**src/testbus_pkg.sv**
```systemverilog
// Shared constants and types for the test bus, pattern generator and spare pin logic
package testbus_pkg;

    // ----------------------------------------
    // Register map
    // ----------------------------------------
    localparam logic [5:0] TEST_SELECT_TWO_ADDR = 6'h32;
    localparam logic [5:0] PIN_DRIVER_ENABLE_ADDR = 6'h33;
    localparam logic [5:0] PORT_PIN_VALUE_ADDR = 6'h34;
    localparam logic [5:0] TEST_BUS_STATUS_ADDR = 6'h35;

    localparam logic [7:0] TEST_SELECT_TWO_RESET = 8'h00;
    localparam logic [7:0] PIN_DRIVER_ENABLE_RESET = 8'h80;
    localparam logic [7:0] PORT_PIN_VALUE_RESET = 8'h00;
    localparam logic [7:0] READ_IDLE_VALUE = 8'h00;

    // ----------------------------------------
    // Field positions
    // ----------------------------------------
    localparam int BUS_ORDER_SWAP_BIT = 7;
    localparam int PRBS9_ENABLE_BIT = 6;
    localparam int PRBS15_ENABLE_BIT = 5;
    localparam int OBSERVE_SELECT_MSB = 4;
    localparam int SERIAL_AUX_LINE_ENABLE_BIT = 7;
    localparam int SPARE_PORT_IO_SELECT_BIT = 7;
    localparam int PIN_FIELD_MSB = 6;

    localparam int PIN_COUNT = 7;
    localparam int GROUP_COUNT = 32;
    localparam int GROUP_WIDTH = 8;
    localparam int SECURE_CLOCK_PIN = 1;

    // Pins usable as spare I/O when the serial line is shared
    localparam logic [6:0] NARROW_PIN_MASK = 7'h1F;
    localparam logic [6:0] FULL_PIN_MASK = 7'h7F;

    // ----------------------------------------
    // Host interface modes
    // ----------------------------------------
    localparam logic [1:0] HOST_PARALLEL = 2'h0;
    localparam logic [1:0] HOST_SPI = 2'h1;
    localparam logic [1:0] HOST_UART = 2'h2;
    localparam logic [1:0] HOST_I2C = 2'h3;

    // ----------------------------------------
    // Pattern generator
    // ----------------------------------------
    localparam logic [14:0] PRBS_SEED = 15'h7FFF;

    typedef enum logic [1:0] {
        PATTERN_OFF,
        PATTERN_NINE,
        PATTERN_FIFTEEN
    } pattern_mode_e;

endpackage

```
**src/prbs_link_if.sv**
```systemverilog
// Link between the register block and the pattern generator
`timescale 1ns/10ps
interface prbs_link_if;
    import testbus_pkg::*;

    pattern_mode_e mode;
    logic send;
    logic bit_out;
    logic running;

    modport ctrl
    (
        output mode,
        output send,
        input bit_out,
        input running
    );

    modport gen
    (
        input mode,
        input send,
        output bit_out,
        output running
    );
endinterface

```
**src/testbus_prbs_and_spare_pin_io.sv**
```systemverilog
// Test bus observation, pattern start control and spare parallel pin I/O
`timescale 1ns/10ps
module testbus_prbs_and_spare_pin_io
(
    input wire logic CLK,
    input wire logic RST,
    input wire logic [5:0] REG_ADDR,
    input wire logic [7:0] REG_WDATA,
    input wire logic REG_WR,
    input wire logic REG_RD,
    output logic [7:0] REG_RDATA,
    input wire logic [1:0] HOST_MODE,
    input wire logic [255:0] TEST_GROUPS,
    input wire logic SEND_CMD,
    input wire logic SECURE_CLOCK_ON_PIN1,
    input wire logic SECURE_CLOCK,
    input wire logic [6:0] PIN_IN,
    output logic [6:0] PIN_OUT,
    output logic [6:0] PIN_OE,
    output logic SERIAL_AUX_LINE_ENABLE,
    output logic PATTERN_BIT,
    output logic PATTERN_ACTIVE,
    output testbus_pkg::pattern_mode_e PATTERN_MODE
);
    import testbus_pkg::*;

    // ----------------------------------------
    // State
    // ----------------------------------------
    typedef struct packed {
        logic [7:0] test_select_two;
        logic [7:0] pin_driver_enable;
        logic [7:0] port_pin_value;
        logic [7:0] rdata;
        logic [6:0] pin_out;
        logic [6:0] pin_oe;
    } regs_s;

    regs_s r_q;
    regs_s r_d;

    prbs_link_if link ();

    // Byte of the chosen internal group
    function automatic logic [7:0] pick_group(input logic [255:0] g, input logic [4:0] sel);
        logic [7:0] v;
        v = g[sel * GROUP_WIDTH +: GROUP_WIDTH];
        return v;
    endfunction

    // Test bus bits placed on D4, D3, D2, D6, D5, D0, D1
    function automatic logic [6:0] swap_order(input logic [7:0] b);
        logic [6:0] p;
        p = 7'h00;
        p[4] = b[0];
        p[3] = b[1];
        p[2] = b[2];
        p[6] = b[3];
        p[5] = b[4];
        p[0] = b[5];
        p[1] = b[6];
        return p;
    endfunction

    logic [7:0] observed;
    logic serial_host;
    logic [6:0] usable_mask;
    pattern_mode_e want_mode;

    always_comb
    begin
        observed = pick_group(TEST_GROUPS, r_q.test_select_two[OBSERVE_SELECT_MSB:0]);
        serial_host = (HOST_MODE != HOST_PARALLEL);
        usable_mask = FULL_PIN_MASK;
        if (HOST_MODE == HOST_SPI)
        begin
            usable_mask = NARROW_PIN_MASK;
        end
        else if (HOST_MODE == HOST_UART && r_q.pin_driver_enable[SERIAL_AUX_LINE_ENABLE_BIT])
        begin
            usable_mask = NARROW_PIN_MASK;
        end
        if (SECURE_CLOCK_ON_PIN1)
        begin
            usable_mask[SECURE_CLOCK_PIN] = 1'b0;
        end
        // Host is trusted to have set up transmit first
        if (r_q.test_select_two[PRBS9_ENABLE_BIT])
        begin
            want_mode = PATTERN_NINE;
        end
        else if (r_q.test_select_two[PRBS15_ENABLE_BIT])
        begin
            want_mode = PATTERN_FIFTEEN;
        end
        else
        begin
            want_mode = PATTERN_OFF;
        end
    end

    assign link.mode = want_mode;
    assign link.send = SEND_CMD;

    prbs_gen u_prbs_gen
    (
        .CLK(CLK),
        .RST(RST),
        .link(link)
    );

    // ----------------------------------------
    // Register access and pin drive
    // ----------------------------------------
    always_comb
    begin
        r_d = r_q;
        if (REG_WR)
        begin
            case (REG_ADDR)
                TEST_SELECT_TWO_ADDR:
                    r_d.test_select_two = REG_WDATA;
                PIN_DRIVER_ENABLE_ADDR:
                    r_d.pin_driver_enable = REG_WDATA;
                PORT_PIN_VALUE_ADDR:
                    r_d.port_pin_value = REG_WDATA;
                default:
                    r_d.rdata = r_q.rdata;
            endcase
        end

        // Read data held until the next read
        if (REG_RD)
        begin
            case (REG_ADDR)
                TEST_SELECT_TWO_ADDR:
                    r_d.rdata = r_q.test_select_two;
                PIN_DRIVER_ENABLE_ADDR:
                    r_d.rdata = r_q.pin_driver_enable;
                PORT_PIN_VALUE_ADDR:
                begin
                    if (r_q.port_pin_value[SPARE_PORT_IO_SELECT_BIT])
                    begin
                        r_d.rdata = {r_q.port_pin_value[SPARE_PORT_IO_SELECT_BIT], PIN_IN};
                    end
                    else
                    begin
                        r_d.rdata = r_q.port_pin_value;
                    end
                end
                TEST_BUS_STATUS_ADDR:
                    r_d.rdata = observed;
                default:
                    r_d.rdata = READ_IDLE_VALUE;
            endcase
        end

        // Parallel host owns the port, nothing driven here
        r_d.pin_out = 7'h00;
        r_d.pin_oe = 7'h00;
        if (serial_host)
        begin
            if (r_q.test_select_two[BUS_ORDER_SWAP_BIT])
            begin
                r_d.pin_out = swap_order(observed);
                r_d.pin_oe = FULL_PIN_MASK;
            end
            else if (r_q.port_pin_value[SPARE_PORT_IO_SELECT_BIT])
            begin
                // Each enable gates its own pin, level from the value field
                r_d.pin_out = r_q.port_pin_value[PIN_FIELD_MSB:0] & usable_mask;
                r_d.pin_oe = r_q.pin_driver_enable[PIN_FIELD_MSB:0] & usable_mask;
            end
            if (SECURE_CLOCK_ON_PIN1)
            begin
                // Clock lags one cycle through this flop
                r_d.pin_out[SECURE_CLOCK_PIN] = SECURE_CLOCK;
                r_d.pin_oe[SECURE_CLOCK_PIN] = 1'b1;
            end
        end
    end

    always_ff @(posedge CLK)
    begin
        if (RST)
        begin
            r_q.test_select_two <= TEST_SELECT_TWO_RESET;
            r_q.pin_driver_enable <= PIN_DRIVER_ENABLE_RESET;
            r_q.port_pin_value <= PORT_PIN_VALUE_RESET;
            r_q.rdata <= READ_IDLE_VALUE;
            r_q.pin_out <= 7'h00;
            r_q.pin_oe <= 7'h00;
        end
        else
        begin
            r_q <= r_d;
        end
    end

    assign REG_RDATA = r_q.rdata;
    assign PIN_OUT = r_q.pin_out;
    assign PIN_OE = r_q.pin_oe;
    assign SERIAL_AUX_LINE_ENABLE = r_q.pin_driver_enable[SERIAL_AUX_LINE_ENABLE_BIT];
    assign PATTERN_BIT = link.bit_out;
    assign PATTERN_ACTIVE = link.running;
    assign PATTERN_MODE = want_mode;
endmodule

```
**src/prbs_gen.sv**
```systemverilog
// Pseudo-random transmit pattern generator, nine or fifteen stages
`timescale 1ns/10ps
module prbs_gen
(
    input wire logic CLK,
    input wire logic RST,
    prbs_link_if.gen link
);
    import testbus_pkg::*;

    typedef enum logic [0:0] {
        GEN_IDLE,
        GEN_RUN
    } gen_state_e;

    typedef struct packed {
        gen_state_e state;
        pattern_mode_e run_mode;
        logic [14:0] shift;
        logic bit_out;
    } gen_s;

    gen_s s_q;
    gen_s s_d;

    // Feedback tap of the selected polynomial
    function automatic logic feedback(input pattern_mode_e m, input logic [14:0] r);
        logic fb;
        fb = 1'b0;
        case (m)
            PATTERN_NINE:
                fb = r[8] ^ r[4];
            PATTERN_FIFTEEN:
                fb = r[14] ^ r[13];
            default:
                fb = 1'b0;
        endcase
        return fb;
    endfunction

    always_comb
    begin
        s_d = s_q;
        case (s_q.state)
            GEN_IDLE:
            begin
                s_d.bit_out = 1'b0;
                s_d.shift = PRBS_SEED;
                // Nothing leaves the generator before the send command
                if (link.send && link.mode != PATTERN_OFF)
                begin
                    s_d.state = GEN_RUN;
                    s_d.run_mode = link.mode;
                end
            end
            GEN_RUN:
            begin
                // x^9+x^5+1 or x^15+x^14+1, oldest stage shifted out
                s_d.bit_out = (s_q.run_mode == PATTERN_NINE) ? s_q.shift[8] : s_q.shift[14];
                s_d.shift = {s_q.shift[13:0], feedback(s_q.run_mode, s_q.shift)};
                // Mode change mid-sequence restarts cleanly on the next send
                if (link.mode != s_q.run_mode)
                begin
                    s_d.state = GEN_IDLE;
                end
            end
            default:
                s_d.state = GEN_IDLE;
        endcase
    end

    always_ff @(posedge CLK)
    begin
        if (RST)
        begin
            s_q <= '{state: GEN_IDLE, run_mode: PATTERN_OFF, shift: PRBS_SEED, bit_out: 1'b0};
        end
        else
        begin
            s_q <= s_d;
        end
    end

    assign link.bit_out = s_q.bit_out;
    assign link.running = (s_q.state == GEN_RUN);
endmodule

```
**config.mk**
```make
export PLATFORM = sky130hd
export DESIGN_NAME = testbus_prbs_and_spare_pin_io
export DESIGN_NICKNAME = d
export VERILOG_FILES = /design/src/testbus_pkg.sv /design/src/prbs_link_if.sv /design/src/testbus_prbs_and_spare_pin_io.sv /design/src/prbs_gen.sv
export SDC_FILE = /design/constraint.sdc
export NUM_CORES = 1
export LEC_CHECK = 0
export BUFFER_PORTS_ARGS = -buffer_cell sky130_fd_sc_hd__buf_4
export CORE_AREA = 2 2 121 123
export DETAILED_ROUTE_END_ITERATION = 12
export DIE_AREA = 0 0 123 125
export PLACE_DENSITY = 0.7
export SYNTH_ARGS = -nofsm -noshare
export SYNTH_HDL_FRONTEND = slang
export SYNTH_SLANG_ARGS = --single-unit
```
**constraint.sdc**
```tcl
create_clock -name CLK -period 2.2 [get_ports CLK]
set_clock_uncertainty 0.05 [all_clocks]
set_input_delay 0.44 -clock CLK [delete_from_list [all_inputs] [get_ports CLK]]
set_output_delay 0.44 -clock CLK [all_outputs]
set_load 0.05 [all_outputs]
```
==> results of run 1 <==
==> report_power, final <==
group | leakage (µW) | total (µW) | switching, µW | internal [µW]
logic | 0.00261 | 686 | 222 | 464
registers | 0.000526 | 1190 | 4.38 | 1180
clock network | 0.000153 | 1540 | 515 | 1020
total | 0.00329 | 3410 | 741 | 2670
==> routing by layer <==
metal | wire length, µm | share of wire, % | track usage (%)
met1 | 7950 | 35 | 32.9
met2 | 12100 | 53 | 51.0
met3 | 1630 | 7.1 | 5.70
met4 | 1140 | 5.0 | 17.6
met5 | 22 | 0.096 | 0
==> through the flow <==
| step | cells | hold WS (ns) |
|---|---|---|
| after floorplan | 436 | 0.336 |
| after global placement | 903 | 0.337 |
| after detailed placement | 903 | 0.342 |
| after CTS | 930 | 0.291 |
| after global routing | 942 | 0.323 |
| final | 943 | 0.303 |
==> logic make-up (layout without fill, tap and decap cells) <==
kind of cell | after synthesis | after routing | synth area share [%]
compound gates | 79 | 79 | 11.0
xor+xnor | 4 | 4 | 0.738
fa+ha+maj | 2 | 2 | 0.527
buf+inv | 63 | 376 | 7.36
flops | 65 | 65 | 27.4
mux | 111 | 111 | 41.3
other cells | 0 | 10 | 0
simple gates | 112 | 112 | 11.6
==> repair_timing <==
action | CTS | global route
gates cloned | 3 | 2
setup endpoints to repair | 14 | 14
setup buffers | 8 | 2
hold buffers | 0 | 0
pin swaps | 8 | 13
gates resized for setup | 38 | 11
==> final cells by class <==
cell class              instances  share of cell area, %
clock inverters                 4                  0.944
well taps                     184                   2.85
flip-flops and latches         65                   16.2
repair buffers                355                   35.7
multi-input cells             308                   40.7
inverters                       5                  0.232
diodes                         10                  0.310
clock buffers                  12                   3.05
==> registers in the layout (all words and copies together), names as in the netlist <==
| name | cells |
|---|---|
| u_prbs_gen.link.bit_out | 1 |
| REG_RDATA | 8 |
| u_prbs_gen.s_q | 17 |
| r_q | 23 |
| SERIAL_AUX_LINE_ENABLE | 1 |
| PIN_OUT | 7 |
| PIN_OE | 7 |
| u_prbs_gen.link.running | 1 |
==> worst max path at each step <==
stage          cells after the start  slack (ns)                  from                        end
4_1_cts                            5       -0.12  r_q[39]$_SDFFE_PP0P_  REG_RDATA[6]$_SDFFE_PP0P_
2_1_floorplan                      5       0.005  r_q[39]$_SDFFE_PP0P_  REG_RDATA[6]$_SDFFE_PP0P_
3_5_place_dp                       7       -0.30  r_q[39]$_SDFFE_PP0P_  REG_RDATA[5]$_SDFFE_PP0P_
5_1_grt                            5       -0.20  r_q[39]$_SDFFE_PP0P_  REG_RDATA[6]$_SDFFE_PP0P_
6_report                           5       -0.14  r_q[39]$_SDFFE_PP0P_  REG_RDATA[6]$_SDFFE_PP0P_
3_3_place_gp                       7       -0.25  r_q[39]$_SDFFE_PP0P_  REG_RDATA[5]$_SDFFE_PP0P_
==> cells in the mapped netlist, types with 4 or more instances <==
master,n,area [µm²]
sky130_fd_sc_hd__dfxtp_1,65,1300
sky130_fd_sc_hd__mux2_2,13,146
sky130_fd_sc_hd__a22oi_1,8,60.1
sky130_fd_sc_hd__nor2_1,21,78.8
sky130_fd_sc_hd__o22ai_1,6,37.5
sky130_fd_sc_hd__a31o_1,4,35.0
sky130_fd_sc_hd__mux4_2,66,1490
sky130_fd_sc_hd__nor2b_1,5,31.3
sky130_fd_sc_hd__inv_1,4,15.0
sky130_fd_sc_hd__mux2i_1,25,250
sky130_fd_sc_hd__a221oi_1,6,52.6
sky130_fd_sc_hd__a221o_1,7,70.1
sky130_fd_sc_hd__buf_4,26,195
sky130_fd_sc_hd__a21oi_1,35,175
sky130_fd_sc_hd__buf_2,11,55.1
sky130_fd_sc_hd__nor3_1,8,40.0
sky130_fd_sc_hd__nand2_1,34,128
sky130_fd_sc_hd__mux2_1,7,78.8
sky130_fd_sc_hd__xor2_1,4,35.0
sky130_fd_sc_hd__nand3_1,16,80.1
sky130_fd_sc_hd__clkbuf_1,17,63.8
sky130_fd_sc_hd__nand2b_1,16,100
==> critical path, delay by kind of cell (launching register included) <==
family	cells	cell delay, ns
muxes	3	1.29
DFF	1	0.42
AOI/OAI and AO/OA	1	0.29
buffers and inverters	1	0.17
==> results.sh, run 1 <==
export IMPL_worst_r2r_path_depth=5
export IMPL_antenna_found_initial=12
export IMPL_worst_r2r_setup_slack_ns=-0.14
export IMPL_power_density_nw_per_um2=422
export IMPL_vias_per_cell=5.44
export IMPL_cts_num_sinks=65
export IMPL_worstSkewPairLatency_ns=0.33
export IMPL_post_synthesis_net_count=724
export IMPL_routed_wl_um=22900
export IMPL_min_delay_start="SECURE_CLOCK_ON_PIN1"
export IMPL_unrepaired_setup_endpoints_after_global_routing="yes"
export IMPL_clockRootBuffer="sky130_fd_sc_hd__clkbuf_16"
export IMPL_cts_buffer_depth=2
export IMPL_worstSetupStartpointType="flop"
export IMPL_slowest_stage="sky130_fd_sc_hd__mux4_2"
export IMPL_flow_area_growth_from_synthesis_pct=70.3
export IMPL_floorplan_die_height_um=125
export IMPL_design_power_total_uw=3410
export IMPL_cp_common_cell="sky130_fd_sc_hd__mux4_2"
export IMPL_layout_worst_path_cycle_share_pct=106
export IMPL_vdd_drop_max_uv=271
export IMPL_core_area_um2=14200
export IMPL_drive_gt1_share_pct=63.0
export IMPL_min_path_type="primary input to flop"
export IMPL_synth_cells=436
export IMPL_worst_setup_path_type="flop to flop"
export IMPL_drt_first_iter_violations=311
export IMPL_cp_cell_sequence="clkbuf_16 > mux4_2 > mux4_2 > mux2_4 > a221o_1"
export IMPL_netlist_cell_type_count=42
export IMPL_port_buffer_count=312
export IMPL_crit_arrival_ns=2.51
export IMPL_postPlaceCellArea_um2=7270
export IMPL_floorplan_io_pins=313
export IMPL_hold_path_endpoint="PIN_OE[1]$_SDFF_PP0_"
export IMPL_max_transition_viols_final=0
export IMPL_clk_transition_reported_paths_ns=0.06
export IMPL_grt_overflow=0
export IMPL_design_die_area_um2=15400
export IMPL_antenna_left=0
export IMPL_fmax_mhz=427
export IMPL_tritoncts_num_buffers=9
export IMPL_synthArstFlopShare_pct=0
export IMPL_cellLeakagePower_uw=0.00329
export IMPL_synth_edf_count=0
export IMPL_cp_max_fo=5
export IMPL_outcome="complete, but fails checks"
export IMPL_placementRows=44
export IMPL_final_core_utilization_pct=56.9
export IMPL_synthesis_area_per_instance_um2=10.9
export IMPL_synth_ff_latch_count=65
export IMPL_design_final_nets=1032
export IMPL_timing_slew_headroom_pct=46.5
export IMPL_finish_instance_area_um2=8080
export IMPL_endpoint_kind="flop"
export IMPL_die_width_um=123
export IMPL_setup_viol_count_final=9
export IMPL_cts_tree="yes"
export IMPL_r2r_end="REG_RDATA[6]$_SDFFE_PP0P_"
export IMPL_via_count_of_the_first_global_routing_pass=5440
export IMPL_r2r_start="r_q[39]$_SDFFE_PP0P_"
export IMPL_gpl_final_weighted_congestion=0.951
export IMPL_place_worst_setup_slack_ns=-0.301
export IMPL_drcViolationCount=0
export IMPL_most_frequent_standard_cell_in_the_layout_excluding_fill_and_tap_cells="sky130_fd_sc_hd__buf_4"
export IMPL_failed_checks="setup timing"
export IMPL_maxCapViolCount=0
export IMPL_syn_cell_area_um2=4750
export IMPL_post_detailed_placement_half_perimeter_wirelength_um=18800
export IMPL_layout_setup_ws_ns=-0.143
export IMPL_setup_tns_ns=-0.547
export IMPL_timing_critical_path_required_ns=2.37
export IMPL_synth_seq_area_share_pct=27.4
export IMPL_global_route_wire_length_before_repair_um=32700
export IMPL_register_area_um2=1310
export IMPL_effective_utilization_at_floorplan_pct=33.4
export IMPL_slowest_delay_ns=0.50
export IMPL_least_margin_pin_slew_ns=0.801
export IMPL_multi_input_comb_area_um2=3290
export IMPL_grt_usage_pct=29.4
export IMPL_postSynth_topFlopCell="sky130_fd_sc_hd__dfxtp_1"
export IMPL_fillerInstances=1229
export IMPL_first_drt_pass_iteration_count=5
export IMPL_htreeDepth=3
export IMPL_hold_viol=0
export IMPL_hold_path_cell_count=3
export IMPL_dr_total_vias=5128
export IMPL_detail_route_wl_per_cell_um=24.2
export IMPL_largest_net_degree_at_the_start_of_global_routing=50
export IMPL_layout_cells_most_common_list="sky130_fd_sc_hd__buf_4, sky130_fd_sc_hd__mux4_2, sky130_fd_sc_hd__dfxtp_1"
export IMPL_yosys_warnings=0
export IMPL_final_period_minus_worst_setup_slack_ns=2.34
(Power assumes the default switching activity.)
==> run 2: changes to the inputs <==
Settings changed: SETUP_SLACK_MARGIN set to 0.4.
==> results.sh, run 2 (same netlist as run 1, synthesis figures left out) <==
export IMPL_outcome="complete, but fails checks"
export IMPL_failed_checks="setup timing"
export IMPL_fmax_mhz=436
export IMPL_cp_max_fo=5
export IMPL_core_area_um2=14200
export IMPL_cp_common_cell="sky130_fd_sc_hd__mux4_2"
export IMPL_design_power_total_uw=3210
export IMPL_power_share_switching_pct=21.8
export IMPL_max_transition_viols_final=0
export IMPL_grt_overflow=0
export IMPL_gpl_final_weighted_congestion=0.914
export IMPL_finalNonFillerCells=926
export IMPL_cts_buffer_depth=2
export IMPL_die_width_um=123
export IMPL_timing_critical_path_required_ns=2.36
export IMPL_routed_wl_um=21900
export IMPL_cellLeakagePower_uw=0.00324
export IMPL_detail_route_wl_per_cell_um=23.6
export IMPL_placementRows=44
export IMPL_port_buffer_count=312
export IMPL_via_count_of_the_first_global_routing_pass=5346
export IMPL_power_internal_uw=2510
export IMPL_netSwitchingPower_uw=701
export IMPL_final_period_minus_worst_setup_slack_ns=2.30
export IMPL_most_frequent_standard_cell_in_the_layout_excluding_fill_and_tap_cells="sky130_fd_sc_hd__buf_4"
export IMPL_design_final_nets=1024
export IMPL_flow_area_growth_from_synthesis_pct=68.8
export IMPL_vdd_drop_max_uv=379
export IMPL_layout_setup_ws_ns=-0.0959
export IMPL_registers_top_by_ff_count="r_q"
export IMPL_unrepaired_setup_endpoints_after_global_routing="yes"
export IMPL_cts_tree="yes"
export IMPL_layout_cells_most_common_list="sky130_fd_sc_hd__buf_4, sky130_fd_sc_hd__mux4_2, sky130_fd_sc_hd__dfxtp_1"
export IMPL_setup_tns_ns=-0.325
export IMPL_worstSkewPairLatency_ns=0.33
export IMPL_slowest_stage="sky130_fd_sc_hd__mux4_2"
export IMPL_clk_transition_reported_paths_ns=0.05
export IMPL_effective_utilization_at_floorplan_pct=33.4
export IMPL_crit_arrival_ns=2.45
export IMPL_critical_path_buffers_and_inverters=1
export IMPL_largest_net_degree_at_the_start_of_global_routing=51
export IMPL_min_path_type="primary input to flop"
export IMPL_setup_viol_count_final=9
export IMPL_drcViolationCount=0
export IMPL_power_density_nw_per_um2=400
export IMPL_slowest_delay_ns=0.48
export IMPL_global_route_wire_length_before_repair_um=31400
export IMPL_sequentialPowerShare_pct=36.9
export IMPL_clkPwrFrac_pct=41.7
export IMPL_endpoint_kind="flop"
export IMPL_htreeDepth=3
export IMPL_fillerInstances=1250
export IMPL_cts_num_sinks=65
export IMPL_least_margin_pin_slew_ns=0.758
export IMPL_floorplan_io_pins=313
export IMPL_drt_first_iter_violations=372
export IMPL_drive_gt1_share_pct=63.0
export IMPL_vias_per_cell=5.47
export IMPL_placed_cells=895
export IMPL_cp_cell_sequence="clkbuf_16 > mux4_2 > mux4_2 > mux2_4 > a221o_1"
export IMPL_cts_hold_repair_buffers=0
export IMPL_worst_setup_path_type="flop to flop"
export IMPL_worst_path_dominant_cell_family="multiplexers"
export IMPL_timing_slew_headroom_pct=49.3
export IMPL_antenna_left=0
export IMPL_antenna_found_initial=2
export IMPL_design_die_area_um2=15400
export IMPL_maxCapViolCount=0
export IMPL_floorplan_die_height_um=125
export IMPL_dr_total_vias=5062
export IMPL_hold_viol=0
export IMPL_grt_usage_pct=27.7
export IMPL_layout_worst_path_cycle_share_pct=104
export IMPL_share_comb_of_total_power_pct=21.4
export IMPL_clockRootBuffer="sky130_fd_sc_hd__clkbuf_16"
export IMPL_tritoncts_num_buffers=9
export IMPL_first_drt_pass_iteration_count=5
export IMPL_post_detailed_placement_half_perimeter_wirelength_um=17700
export IMPL_worstSetupStartpointType="flop"
export IMPL_largest_register_ff_count=23
==> run 2: cell count changes in the layout (fill, tap and decap cells not counted), sizes merged <==
cell / delta
bufinv: -1
clkbuf: +2
buf: -11
clkinv: +2
diode: -8
clkinvlp: -1
==> run 2: power by group through the flow <==
stage	registers (µW)	logic (µW)	clock network [µW]
after floorplan	1210	190	0
after global placement	1210	637	0
after detailed placement	1210	648	0
after CTS	1190	666	1350
after global routing	1180	724	1400
final	1190	686	1340
==> run 2: layout make-up <==
class | count | area (µm²) | area share [%]
Clock buffer | 11 | 233 | 2.90
Multi-Input combinational cell | 308 | 3330 | 41.5
Clock inverter | 4 | 45.0 | 0.562
Timing Repair Buffer | 347 | 2850 | 35.5
Antenna cell | 2 | 5.00 | 0.0625
Inverter | 5 | 18.8 | 0.234
Sequential cell | 65 | 1310 | 16.3
Tap cell | 184 | 230 | 2.87
==> run 2: path summary, 6_finish.rpt <==
| path | from | to | slack [ns] | cells past startpoint |
|---|---|---|---|---|
| setup / recovery | r_q[39]$_SDFFE_PP0P_ | REG_RDATA[6]$_SDFFE_PP0P_ | -0.1 | 5 |
| hold / removal | RST | r_q[45]$_SDFFE_PP0P_ | 0.29 | 2 |
| setup reg to reg | r_q[39]$_SDFFE_PP0P_ | REG_RDATA[6]$_SDFFE_PP0P_ | -0.1 | 5 |
| hold reg to reg | u_prbs_gen.s_q[6]$_SDFF_PP1_ | u_prbs_gen.s_q[7]$_SDFF_PP1_ | 0.36 | 1 |
==> run 2: timing repair <==
item,4_1_cts,5_1_grt
pin swaps,3,6
gates cloned,2,5
setup endpoints to repair,15,15
setup buffers,3,4
gates resized for setup,23,16
==> run 2: metrics by stage <==
stage	hold WS, ns	instance area (µm²)	util [%]	setup slack [ns]
final	0.291	8010	56.4	-0.0959
after global routing	0.293	8010	56.4	-0.136
after CTS	0.287	7760	54.7	-0.0832
after detailed placement	0.346	7280	51.3	-0.0956
after global placement	0.341	7280	51.3	-0.0785
after floorplan	0.336	4810	-	0.0632
==> run 2: metal layers <==
metal / GRT usage, % / vias to the layer above / part of all wire, %
li1: - / 2282 / -
met1: 32.1 / 2482 / 36
met2: 50.1 / 258 / 54
met3: 4.84 / 40 / 7.2
met4: 10.8 / 0 / 3.5
met5: 0 / - / 0
